[config.mk]
export PLATFORM = sky130hd
export DESIGN_NAME = spims_port
export DESIGN_NICKNAME = d
export VERILOG_FILES = /design/src/spims_pkg.sv /design/src/spims_baud.sv /design/src/spims_port.sv
export VERILOG_INCLUDE_DIRS = /design/src
export SDC_FILE = /design/constraint.sdc
export NUM_CORES = 1
export LEC_CHECK = 0
export ABC_AREA = 1
export BUFFER_PORTS_ARGS = -buffer_cell sky130_fd_sc_hd__buf_2
export CORE_MARGIN = 1
export CORE_UTILIZATION = 30
export DETAILED_ROUTE_END_ITERATION = 12
export PLACE_DENSITY = 0.52
export SYNTH_ARGS = -nofsm -noshare
export SYNTH_HDL_FRONTEND = slang
export SYNTH_SLANG_ARGS = --single-unit
[constraint.sdc]
create_clock -name clock -period 7.9 [get_ports clock]
set_input_delay 1.58 -clock clock [delete_from_list [all_inputs] [get_ports clock]]
set_output_delay 1.58 -clock clock [all_outputs]
set_load 0.02 [all_outputs]
[src/spims_regs.svh]
// Purpose: Bit positions, reset values and timing counts of the serial port
// Assumes: Included by bare name from the package and the modules
// Notes: Control and status layouts are fixed here and used by name in the port; the checker and bench use bare bit numbers
`ifndef SPIMS_REGS_SVH
`define SPIMS_REGS_SVH

// Control register fields
`define SPIMS_CR_IRQEN 7
`define SPIMS_CR_PEN 6
`define SPIMS_CR_RATE2 5
`define SPIMS_CR_MASTER_SELECT_BIT 4
`define SPIMS_CR_CPOL 3
`define SPIMS_CR_CPHA 2
`define SPIMS_CR_RATE1 1
`define SPIMS_CR_RATE0 0
`define SPIMS_CR_RESET 8'h00

// Control/status register fields
`define SPIMS_SR_DONE 7
`define SPIMS_SR_WRITE_COLLISION_FLAG 6
`define SPIMS_SR_OVR 5
`define SPIMS_SR_MODE_FAULT_FLAG 4
`define SPIMS_SR_SSM 1
`define SPIMS_SR_SSI 0
`define SPIMS_SR_RESET 8'h00

// Master clock rates: divide by 4 up to divide by 128
`define SPIMS_RATE_MAX 3'h5
`define SPIMS_HALF_MIN 7'h02
`define SPIMS_LAST_EDGE 4'hf
`define SPIMS_LAST_BIT 4'h7

`endif

[src/spims_pkg.sv]
// Purpose: Types of the serial port
// Assumes: Register layout header is on the include path
// Notes: Each module keeps all of its state in one packed struct
`include "spims_regs.svh"

package spims_pkg;

    // Main port state
    typedef struct packed {
        logic [7:0] ctrl;
        logic select_soft_manage;
        logic select_soft_level;
        logic done;
        logic write_collision_flag;
        logic overrun_flag;
        logic mode_fault_flag;
        logic doneArm;
        logic wcolArm;
        logic modfArm;
        logic [7:0] sh;
        logic [7:0] rx;
        logic outBit;
        logic busy;
        logic [3:0] edgeCnt;
        logic [3:0] bitCnt;
        logic sckLvl;
        logic [2:0] sckSync;
        logic [1:0] ssSync;
        logic [1:0] mosiSync;
    } spims_state_t;

    // Rate divider state
    typedef struct packed {
        logic [6:0] cnt;
    } spims_baud_t;

endpackage : spims_pkg

[src/spims_baud.sv]
// Purpose: Half-period tick generator for the master serial clock
// Assumes: rate codes above the last one behave as the slowest rate
// Notes: A tick comes every half serial period while run is high
`timescale 1ns/100ps
`include "spims_regs.svh"

module spims_baud import spims_pkg::*; (
    // Clock and reset
    input wire logic clock,
    input wire logic nrst,
    // Control
    input wire logic run,
    input wire logic [2:0] rate,
    // Tick
    output logic tick
);

    spims_baud_t q;
    spims_baud_t d;
    logic [2:0] code;
    logic [6:0] half;

    // Half period is two cycles shifted left by the rate code
    always_comb begin
        code = (rate > `SPIMS_RATE_MAX) ? `SPIMS_RATE_MAX : rate;
        half = `SPIMS_HALF_MIN << code;
        tick = run && (q.cnt == half - 7'h01);
        d = q;
        if (!run || tick) begin
            d.cnt = 7'h00;
        end else begin
            d.cnt = q.cnt + 7'h01;
        end
    end

    // State register
    always_ff @(posedge clock or negedge nrst) begin
        if (!nrst) begin
            q <= '0;
        end else begin
            q <= d;
        end
    end

endmodule : spims_baud

[src/spims_port.sv]
// Purpose: Full-duplex serial port acting as master or slave
// Assumes: Register access arrives as one-cycle strobes with data
// Notes: Slave-side pins are synchronised before edges are detected
// Function
// - One clock edge pair shifts one bit out and one bit in.
// - Bytes travel most significant bit first both ways.
// - Master starts every transfer; slave shifts only under master clock.
// - Six master clock rates, fastest one quarter of the system clock.
// - Master drives the clock pin; slave only receives it.
// - Master drives master-out line, slave drives slave-out line.
// - Active-low select pin addresses a slave as chip select.
// - Software sets rate, polarity and phase; four clock modes.
// - Soft-manage bit picks select pin or software select.
// - Under software select, internal level equals the written bit.
// - Phase-zero slave write with select still low flags collision.
// - Control, control/status and data registers are offered.
// - Done, fault and overrun flags can interrupt; collision flag exists.
// - Data write loads the shift register, sent most significant first.
// - Done sets per byte; status then data access clears it.
// - Master select driven low sets fault, clears enable and master.
// - Byte before done is cleared sets overrun and keeps first byte.
`timescale 1ns/100ps
`include "spims_regs.svh"

module spims_port import spims_pkg::*; (
    // Clock and reset
    input wire logic clock,
    input wire logic nrst,
    // Control register access
    input wire logic ctrlWr,
    input wire logic [7:0] ctrlWdata,
    output logic [7:0] ctrlRdata,
    // Control/status register access
    input wire logic csrRd,
    input wire logic csrWr,
    input wire logic [7:0] csrWdata,
    output logic [7:0] csrRdata,
    // Data register access
    input wire logic dataRd,
    input wire logic dataWr,
    input wire logic [7:0] dataWdata,
    output logic [7:0] dataRdata,
    // Interrupt request
    output logic irq,
    // Serial clock pin
    input wire logic sckIn,
    output logic sckOut,
    output logic sckOen,
    // Master-out line
    input wire logic mosiIn,
    output logic mosiOut,
    output logic mosiOen,
    // Master-in line
    input wire logic misoIn,
    output logic misoOut,
    output logic misoOen,
    // Slave select pin
    input wire logic ssN
);

    spims_state_t q;
    spims_state_t d;
    logic tick;
    logic cpol;
    logic cpha;
    logic pen;
    logic master_select_bit;
    logic ssInt;
    logic slaveSel;
    logic sckEdge;
    logic sckLead;
    logic mEdge;
    logic mLead;
    logic sampleEv;
    logic shiftEv;
    logic inBit;
    logic complete;
    logic xferBusy;
    logic [7:0] newByte;
    logic [7:0] cv;

    // Master clock rate
    // six rate divider
    spims_baud i_spims_baud (
        .clock(clock),
        .nrst(nrst),
        .run(q.busy),
        .rate({q.ctrl[`SPIMS_CR_RATE2], q.ctrl[`SPIMS_CR_RATE1], q.ctrl[`SPIMS_CR_RATE0]}),
        .tick(tick)
    );

    // Next-state logic
    always_comb begin
        d = q;
        cv = ctrlWdata;
        cpol = q.ctrl[`SPIMS_CR_CPOL];
        cpha = q.ctrl[`SPIMS_CR_CPHA];
        pen = q.ctrl[`SPIMS_CR_PEN];
        master_select_bit = q.ctrl[`SPIMS_CR_MASTER_SELECT_BIT];
        d.sckSync = {q.sckSync[1:0], sckIn};
        d.ssSync = {q.ssSync[0], ssN};
        d.mosiSync = {q.mosiSync[0], mosiIn};
        ssInt = q.select_soft_manage ? q.select_soft_level : q.ssSync[1];
        slaveSel = pen && !master_select_bit && !ssInt;
        sckEdge = q.sckSync[2] ^ q.sckSync[1];
        sckLead = sckEdge && (q.sckSync[1] != cpol);
        mEdge = tick && q.busy && master_select_bit;
        mLead = mEdge && !q.edgeCnt[0];
        // slave shifts only on master clock
        if (master_select_bit) begin
            sampleEv = mEdge && (mLead ^ cpha);
            shiftEv = mEdge && !(mLead ^ cpha);
            inBit = misoIn;
        end else begin
            sampleEv = slaveSel && sckEdge && (sckLead ^ cpha);
            shiftEv = slaveSel && sckEdge && !(sckLead ^ cpha);
            inBit = q.mosiSync[1];
        end
        newByte = sampleEv ? {q.sh[6:0], inBit} : q.sh;
        if (master_select_bit) begin
            complete = mEdge && (q.edgeCnt == `SPIMS_LAST_EDGE);
        end else begin
            complete = sampleEv && (q.bitCnt == `SPIMS_LAST_BIT);
        end
        if (master_select_bit) begin
            xferBusy = q.busy;
        end else begin
            xferBusy = slaveSel && (cpha ? (q.bitCnt != 4'h0) : 1'b1);
        end

        // bit in and bit out per clock
        if (sampleEv) begin
            d.sh = {q.sh[6:0], inBit};
            d.bitCnt = q.bitCnt + 4'h1;
        end
        if (shiftEv) begin
            d.outBit = q.sh[7];
        end
        // master clock toggles per half period
        if (mEdge) begin
            d.edgeCnt = q.edgeCnt + 4'h1;
            d.sckLvl = !q.sckLvl;
        end
        if (!master_select_bit && !slaveSel) begin
            d.bitCnt = 4'h0;
        end
        if (complete) begin
            d.bitCnt = 4'h0;
            d.busy = 1'b0;
        end

        // Status register access arms the done clear; only a status read arms the collision and fault clears
        if ((csrRd || csrWr) && q.done) begin
            d.doneArm = 1'b1;
        end
        if (csrRd && q.write_collision_flag) begin
            d.wcolArm = 1'b1;
        end
        if (csrRd && q.mode_fault_flag) begin
            d.modfArm = 1'b1;
        end
        if (csrRd) begin
            d.overrun_flag = 1'b0;
        end
        if (csrWr) begin
            d.select_soft_manage = csrWdata[`SPIMS_SR_SSM];
            d.select_soft_level = csrWdata[`SPIMS_SR_SSI];
        end
        // data access after status clears done
        if ((dataRd || dataWr) && q.doneArm) begin
            d.done = 1'b0;
            d.doneArm = 1'b0;
        end
        if ((dataRd || dataWr) && q.wcolArm) begin
            d.write_collision_flag = 1'b0;
            d.wcolArm = 1'b0;
        end

        if (dataWr && !(q.done && !q.doneArm)) begin
            if (xferBusy) begin
                d.write_collision_flag = 1'b1;
            end else begin
                d.sh = dataWdata;
                d.outBit = dataWdata[7];
                if (pen && master_select_bit) begin
                    d.busy = 1'b1;
                    d.edgeCnt = 4'h0;
                    d.bitCnt = 4'h0;
                end
            end
        end

        if (complete) begin
            if (d.done) begin
                d.overrun_flag = 1'b1;
            end else begin
                d.rx = newByte;
                d.done = 1'b1;
            end
        end

        // fault clear sequence, enables locked otherwise
        if (ctrlWr) begin
            if (q.mode_fault_flag && !q.modfArm) begin
                cv[`SPIMS_CR_PEN] = 1'b0;
                cv[`SPIMS_CR_MASTER_SELECT_BIT] = 1'b0;
            end
            if (q.modfArm) begin
                d.mode_fault_flag = 1'b0;
                d.modfArm = 1'b0;
            end
            d.ctrl = cv;
        end
        if (pen && master_select_bit && !ssInt) begin
            d.mode_fault_flag = 1'b1;
            d.ctrl[`SPIMS_CR_PEN] = 1'b0;
            d.ctrl[`SPIMS_CR_MASTER_SELECT_BIT] = 1'b0;
            d.busy = 1'b0;
        end
        if (!d.ctrl[`SPIMS_CR_PEN] || !d.ctrl[`SPIMS_CR_MASTER_SELECT_BIT]) begin
            d.busy = 1'b0;
        end
        if (!d.busy) begin
            d.sckLvl = d.ctrl[`SPIMS_CR_CPOL];
        end
    end

    // State register
    always_ff @(posedge clock or negedge nrst) begin
        if (!nrst) begin
            q <= '0;
        end else begin
            q <= d;
        end
    end

    always_comb begin
        ctrlRdata = q.ctrl;
        csrRdata = `SPIMS_SR_RESET;
        csrRdata[`SPIMS_SR_DONE] = q.done;
        csrRdata[`SPIMS_SR_WRITE_COLLISION_FLAG] = q.write_collision_flag;
        csrRdata[`SPIMS_SR_OVR] = q.overrun_flag;
        csrRdata[`SPIMS_SR_MODE_FAULT_FLAG] = q.mode_fault_flag;
        csrRdata[`SPIMS_SR_SSM] = q.select_soft_manage;
        csrRdata[`SPIMS_SR_SSI] = q.select_soft_level;
        dataRdata = q.rx;
    end

    assign irq = q.ctrl[`SPIMS_CR_IRQEN] && (q.done || q.overrun_flag || q.mode_fault_flag);

    // clock pin driven only as master
    assign sckOut = q.sckLvl;
    assign sckOen = !(q.ctrl[`SPIMS_CR_PEN] && q.ctrl[`SPIMS_CR_MASTER_SELECT_BIT]);
    assign mosiOut = q.outBit;
    assign mosiOen = sckOen;
    assign misoOut = q.outBit;
    assign misoOen = !(q.ctrl[`SPIMS_CR_PEN] && !q.ctrl[`SPIMS_CR_MASTER_SELECT_BIT] && !ssInt);

endmodule : spims_port

* Word-level counts from Yosys, hierarchy flattened
Index checks and enable logic that the tools add are counted.
** Storage, ports and cells
- Word-level logic and storage cells :: 139
- Register bits after elaboration :: 58
- Output and inout port bits :: 31
- Input port bits :: 35
** Operators by class
- Bitwise logic cells :: 4
- Shifts and indexed selects :: 1
- Magnitude comparators :: 1
- Add/subtract/negate cells :: 4
- Reductions and logical operators :: 54
- Eq/ne operators :: 5
- Multiplexer cells :: 48
** Operators with widths (number)
- $mux 1 :: 35
- $logic_and 1x1->1 :: 27
- $mux 8 :: 3
- $mux 10 :: 2
- $mux 4 :: 4
- $logic_not 1->1 :: 14
- $mux 7 :: 2
- $mux 9 :: 1
- $add 4x1->4 const B :: 2
- $reduce_bool 2->1 :: 4
- $add 7x1->7 const B :: 1
- $eq 7x7->1 :: 1
- $shl 2x3->7 const A :: 1
- $sub 7x1->7 const B :: 1
- $logic_or 1x1->1 :: 6
- $eq 4x3->1 const B :: 1
- $eq 4x4->1 const B :: 1
- $reduce_and 2->1 :: 2
- $reduce_bool 4->1 :: 1
- $gt 3x3->1 const B :: 1
- $mux 3 :: 1
- $xor 1x1->1 :: 3
- $ne 2x1->1 const B :: 1
- $ne 1x1->1 :: 1
- $not 1->1 :: 1

* Longest topological paths before layout
Gate-level depths: netlist of run 1.
- Depth in word-level cells :: 21
- Gate-level depth with buffers :: 22
- Mapped depth without buffers :: 22

* By module
Synthesis of run 1 repeated with hierarchy kept, for this count alone.
** Second synthesis, totals
- Cells, all modules :: 360
- Area total of the unflattened synthesis :: 3044.2 µm²
** By module, submodules not included
- spims_port :: area each 2533.7 µm², seq. area each 1276.2 µm², times used 1, cells an instance 288
- spims_baud :: area each 510.5 µm², seq. area each 175.2 µm², times used 1, cells an instance 72

* Least setup slack after synthesis of run 1
OpenSTA, ideal clock, no wires.
- Path type :: register to register
- From :: reg q, in the netlist ctrlRdata[5]
- To :: reg q[26] (netlist bit)
- Path buffers :: 1
- Cell stages (with the launch flop) :: 19
- Clock period less this slack :: 2.550 ns
- Slack :: 5.350 ns
- Setup time :: 0.136 ns
- Arrival :: 2.414 ns
- Required time :: 7.764 ns
- Cells stage by stage :: dfrtp_1 > inv_2 > nand3_4 > ha_1 > nand2_1 > nand3_1 > nor2_1 > nand2_1 > inv_2 > nand2_4 > nor2_8 > ha_1 > xnor2_1 > inv_1 > nand4_1 > nand2_1 > buf_2 > o21ai_0 > o21ai_0
** RTL lines
- from (decl) :: RTL line spims_port.sv:61 : spims_state_t q;
- from (signal assigned) :: RTL line spims_port.sv:231 : q <= '0;
- from (signal assigned) :: RTL line spims_port.sv:233 : q <= d;

==> results of run 1 <==
## registers in the layout, summed over array words and instances, names as in the netlist
signal and flops:
misoOut 1, csrRdata 6, q 23, ctrlRdata 8, dataRdata 8, d 4
i_spims_baud.q 7, sckOut 1
## report_power, final
| group | switching (mW) | leakage [nW] | internal, mW | total [mW] |
|---|---|---|---|---|
| clock network | 0.116 | 0.101 | 0.163 | 0.278 |
| registers | 0.0273 | 0.752 | 0.335 | 0.362 |
| logic | 0.116 | 0.932 | 0.0575 | 0.173 |
| total | 0.259 | 1.78 | 0.555 | 0.814 |
## through the flow
stage / instances / total power, mW / setup slack (ns)
5_1_grt: 532 / 0.872 / 4.14
3_3_place_gp: 516 / 0.542 / 4.50
2_1_floorplan: 357 / 0.504 / 5.35
4_1_cts: 532 / 0.828 / 4.45
6_report: 532 / 0.814 / 4.54
3_5_place_dp: 516 / 0.544 / 4.48
## synthesized netlist by cell type, drive strengths merged
| library cell | n | area share (%) |
|---|---|---|
| mux2i | 1 | 0.33 |
| nand4 | 3 | 1.1 |
| o21ai | 40 | 7.2 |
| a31oi | 1 | 0.21 |
| clkbuf | 2 | 0.25 |
| inv | 45 | 5.6 |
| xnor2 | 1 | 0.29 |
| o31ai | 1 | 0.25 |
| or2 | 4 | 0.84 |
| nor3b | 2 | 0.50 |
| ha | 6 | 2.5 |
| nand2 | 89 | 12 |
| o211ai | 1 | 0.25 |
| buf | 30 | 7.4 |
| o22ai | 1 | 0.21 |
| a21oi | 11 | 2.0 |
| nor3 | 4 | 0.67 |
| nor2 | 35 | 5.2 |
| xor2 | 6 | 1.8 |
| o21a | 1 | 0.25 |
| conb | 1 | 0.13 |
| dfrtp | 58 | 48 |
| nand3 | 13 | 2.6 |
## worst max path at each step
stage                       from  depth (start not counted)  slack (ns)  endpoint
floorplan           ctrlRdata[5]                         18        5.35     q[26]
global placement    ctrlRdata[5]                         20        4.50     q[10]
detailed placement  ctrlRdata[5]                         20        4.48      q[8]
CTS                 ctrlRdata[5]                         20        4.45     q[11]
global route        ctrlRdata[5]                         20        4.14      q[9]
finish              ctrlRdata[5]                         20        4.54     q[11]
## cell families (layout without fill, tap and decap cells)
logic type      Yosys count  in the layout  synth area share (%)
buf+inv                  77            119                  13.3
fa+ha+maj                 6              6                  2.51
xor+xnor                  7              7                  2.05
simple gates            150            150                  22.9
compound gates           56             56                  10.3
flops                    58             58                  48.5
mux                       1              1                 0.334
other cells               1              2                 0.125
## worst max-delay path, delay by kind of cell (launching register included)
kind / cells / cell delay [ns]
buf+inv: 4 / 0.35
compound gates: 1 / 0.18
xor+xnor: 1 / 0.08
fa+ha+maj: 2 / 0.50
simple gates: 12 / 1.69
flops: 1 / 0.42
## metal layers
layer  wire length [um]  part of all wire (%)  GRT usage, %
met4                 97                   1.6          6.59
met3                239                   4.0          3.08
met2               2890                    48          21.4
met1               2760                    46          15.3
met5                  0                     0             0
## area by class of cell
type	instances	share of cell area, %
Sequential cell	58	42.4
Multi-Input combinational cell	222	33.5
Timing Repair Buffer	58	8.55
Inverter	45	4.93
Tap cell	133	4.86
Clock buffer	14	4.75
Clock inverter	2	1.02
==> flow_summary_export.csv, run 1 <==
group,metric,value,unit
timing,worst_pin_slew,0.984,ns
setup_path,worstSetupPathType,"register to register",
clock_network,post_cts_buffers,0,
setup_path,rr_startpoint,"ctrlRdata[5]",
setup_path,worst_setup_path_end_kind,"register",
detailed_routing,vias,2261,
detailed_routing,drcViolationCount,0,
pwr,ir_drop,0.0802,mV
setup_path,cp_max_fo,22,
grt,grt_first_pass_wirelength,9930,um
die,die-area,0.0104,mm^2
timing,relSlewSlack,34.2,%
clock_network,clockBufferDepth,2,
detailed_routing,routed_wl,5980,um
placed_design,routabilityCongestion,0.780,
timing,finalSetupTns,0,ns
setup_path,crit_chain,"inv_2 -> nand3_4 -> ha_1 -> nand2_1 -> nand3_1 -> nor2_1 -> nand2_1 -> inv_2 -> nand2_4 -> nor2_8 -> ha_1 -> xnor2_1 -> inv_1 -> nand4_1 -> nand2_1 -> nand3_1 -> nand2_2 -> inv_1 -> o211ai_1 -> nor2_1",
detailed_routing,ant_nets,0,
finish,layout-drive-gt1-share,23.8,%
die,ios,66,
setup_path,crit_arrival,3.56,ns
timing,fin_skew,0.0111,ns
clock_network,ctsHoldBuffers,0,
grt,antenna_found_initial,0,
synth,synth_cell_types,36,
setup_path,cp.required,8.11,ns
run,cap_violations,0,
hold_path,hp-class,"register to register",
setup_path,rrSetupSlack,4.54,ns
timing,post-route-period-util,42.5,%
detailed_routing,routed_via_density,4.25,
hold_path,worstHoldStart,"d[5]",
finish,layout_commonest_cell,"nand2_1",
grt,grt_pass1_vias,2110,
pwr,powerDensity,238,mW/mm^2
die,coreArea,0.00973,mm^2
finish,syn2layout_area_growth,14.4,%
timing,slew_viol_final,0,
timing,period_needed,3.36,ns
clock_network,cts.reportedPaths.clkPinSlew,0.07,ns
finish,layout.area.seq,0.00145,mm^2
clock_network,cts_tree,"done",
grt,grt_overflow_total,0,
finish,final_area,0.00343,mm^2
timing,whs,0.342,ns
clock_network,cts_max_level,3,
finish,num_antenna_cells,0,
run_status,status,"finished clean",
timing,max_freq,0.298,GHz
die,die_h,102,um
timing,rsz0062_at_grt,"no",
finish,fillCellCount,1057,
clock_network,cts_resized,0,
die,num_rows,36,
clock_network,cts-buffers-inserted,9,
die,start_util,30.8,%
setup_path,crit_slowest_cell,"nand2_1",
finish,multi_input_area,0.00115,mm^2
detailed_routing,wire_per_inst,11.2,um
finish,fin_util,35.2,%
synth,ys_warn_count,0,
finish,fin_nets,435,
finish,final_cell_mix,"nand2_1 (83), dfrtp_1 (58), buf_2 (57), inv_1 (39), nor2_1 (33)",
placed_design,dp_hpwl,4250,um
hold_path,min_to,"d[6]",
setup_path,rr_worst_depth,20,
placed_design,io_buffer_count,57,
placed_design,dpl_cell_area,0.00323,mm^2
synth,syn-cell-area,0.00299,mm^2
hold_path,whs_path_depth,0,
detailed_routing,drt_iter0_markers,106,
setup_path,startpoint_type,"register",
pwr,total_leakage_power,1.78,nW
timing,hold_viol_final,0,
clock_network,clk_latency,0.34,ns
setup_path,cp_slowest_stage_delay,0.53,ns
grt,grt_max_degree,59,
timing,setup_violations,0,
setup_path,crit-reg2reg-capture,"q[11]",
synth,ys_ff_latch,58,
detailed_routing,drt_pass1_iterations,4,
die,die_x,102,um
setup_path,cpMostUsedCell,"nand2_1",
clock_network,cts_root_buf,"clkbuf_8",
grt,grt_usage,12.8,%
synth,syn_avg_cell_area,8.41,um^2
synth,ys_seq_area_share,48.5,%
synth,syn_inst,356,
clock_network,cts_num_sinks,58,
(Power assumes the default switching activity.)
==> run 2: changes to the inputs <==
- PLACE_DENSITY: 0.52 -> 0.54
- clock period: 7.9 -> 2.95 ns (I/O delays scaled with it)
==> flow_summary_export.csv, run 2 (synthesized netlist as in run 1, its figures left out) <==
group,metric,value,unit
detailed_routing,routed_wl,6160,um
timing,finalSetupTns,0,ns
clock_network,cts_num_sinks,58,
timing,hold_viol_final,0,
detailed_routing,wire_per_inst,11.4,um
pwr,powerDensity,623,mW/mm^2
detailed_routing,drt_pass1_iterations,8,
run,cap_violations,0,
timing,slew_viol_final,0,
placed_design,io_buffer_count,57,
placed_design,placed_cells,519,
grt,grt_pass1_vias,2185,
die,coreArea,0.00973,mm^2
timing,relSlewSlack,37.3,%
timing,setup_violations,0,
die,num_rows,36,
detailed_routing,vias,2305,
clock_network,cts_root_buf,"clkbuf_8",
detailed_routing,drcViolationCount,1,
clock_network,cts.reportedPaths.clkPinSlew,0.07,ns
finish,final_cells,538,
clock_network,clockBufferDepth,2,
grt,grt_usage,13.0,%
placed_design,pre_cts_ws,0.154,ns
pwr,p_total,2.18,mW
setup_path,crit_slowest_cell,"dfrtp_1",
timing,post-route-period-util,91.2,%
finish,final_cell_mix,"nand2_1 (82), dfrtp_1 (58), buf_2 (57), inv_1 (39), nor2_1 (33)",
setup_path,crit_chain,"inv_2 -> nand3_1 -> ha_4 -> nand2_1 -> nand3_1 -> nor2_1 -> nand2_1 -> inv_2 -> nand2_4 -> nor2_8 -> ha_1 -> xnor2_2 -> inv_1 -> nand4_1 -> nand2_2 -> nand3_1 -> nand2_2 -> inv_1 -> o211ai_1 -> nor2_1",
setup_path,cp_slowest_stage_delay,0.41,ns
pwr,total_leakage_power,1.82,nW
run_status,violations,"DRC",
run_status,status,"complete, but fails checks",
setup_path,cp.required,3.16,ns
grt,grt_first_pass_wirelength,10200,um
clock_network,cts-buffers-inserted,9,
placed_design,dpl_cell_area,0.00325,mm^2
finish,largest_reg_flops,23,
finish,fin_nets,442,
pwr,ir_drop,0.226,mV
placed_design,routabilityCongestion,0.767,
finish,layout-drive-gt1-share,26.4,%
setup_path,worst_setup_path_end_kind,"register",
detailed_routing,ant_nets,0,
grt,grt_overflow_total,0,
die,ios,66,
finish,num_antenna_cells,0,
timing,period_needed,2.69,ns
timing,worst_slack,0.259,ns
placed_design,dp_hpwl,4470,um
setup_path,crit_arrival,2.91,ns
detailed_routing,drt_iter0_markers,94,
hold_path,hp-class,"register to register",
detailed_routing,routed_via_density,4.28,
finish,final_area,0.00350,mm^2
clock_network,clk_latency,0.34,ns
setup_path,startpoint_type,"register",
finish,layout_commonest_cell,"nand2_1",
finish,syn2layout_area_growth,16.9,%
setup_path,cpMostUsedCell,"nand3_1",
finish,fin_util,36.0,%
die,die_x,102,um
setup_path,worstSetupPathType,"register to register",
clock_network,cts_tree,"done",
die,start_util,30.8,%
finish,top_register,"q",
clock_network,cts_max_level,3,
grt,grt_max_degree,59,
timing,worst_pin_slew,0.937,ns
timing,whs,0.351,ns
die,die_h,102,um
die,die-area,0.0104,mm^2
setup_path,cp_max_fo,5,
grt,antenna_found_initial,0,
timing,max_freq,0.372,GHz
timing,fin_skew,0.0103,ns
run 2: report_power, final:
part / switching, mW / internal [mW]
registers: 0.0795 / 0.897
clock network: 0.308 / 0.406
logic: 0.319 / 0.170
total: 0.706 / 1.47
run 2: final timing paths:
check	startpoint	end	slack (ns)	depth (start not counted)
max in group asynchronous	nrst	d[3]	2.04	2
hold reg to reg	d[1]	q[1]	0.35	0
setup / recovery	ctrlRdata[5]	q[11]	0.26	20
hold / removal	d[1]	q[1]	0.35	0
min in group asynchronous	nrst	i_spims_baud.q[3]	0.39	2
setup reg to reg	ctrlRdata[5]	q[11]	0.26	20
run 2: what timing repair did:
item / CTS / global route
gates resized for setup: 0 / 8
endpoints found under the setup margin: 0 / 21
hold buffers: 0 / 0
setup buffers: 0 / 4
endpoints found under the hold margin: 0 / 0
run 2: final cells by class:
cell class,count,area [um^2]
Timing Repair Buffer,65,349
Sequential cell,58,1450
Fill cell,1047,6230
Multi-Input combinational cell,222,1180
Clock inverter,3,40.0
Inverter,45,169
Clock buffer,12,145
Tap cell,133,166
run 2: routing by layer:
metal | up-vias | track usage, % | wire (um)
met4 | 0 | 5.93 | 126
met1 | 1073 | 16.5 | 2890
met5 | - | 0 | 0
li1 | 1186 | - | -
met3 | 11 | 3.76 | 223
met2 | 35 | 20.5 | 2920
run 2: worst max-delay path: cells and delay by family (launching register included):
family                   cells  cell delay [ns]
AND/OR/NAND/NOR             12             1.02
adder cells (fa/ha/maj)      2             0.51
flip-flops                   1             0.41
buffers and inverters        4             0.30
AO/OA/AOI/OAI                1             0.18
XOR/XNOR                     1             0.15
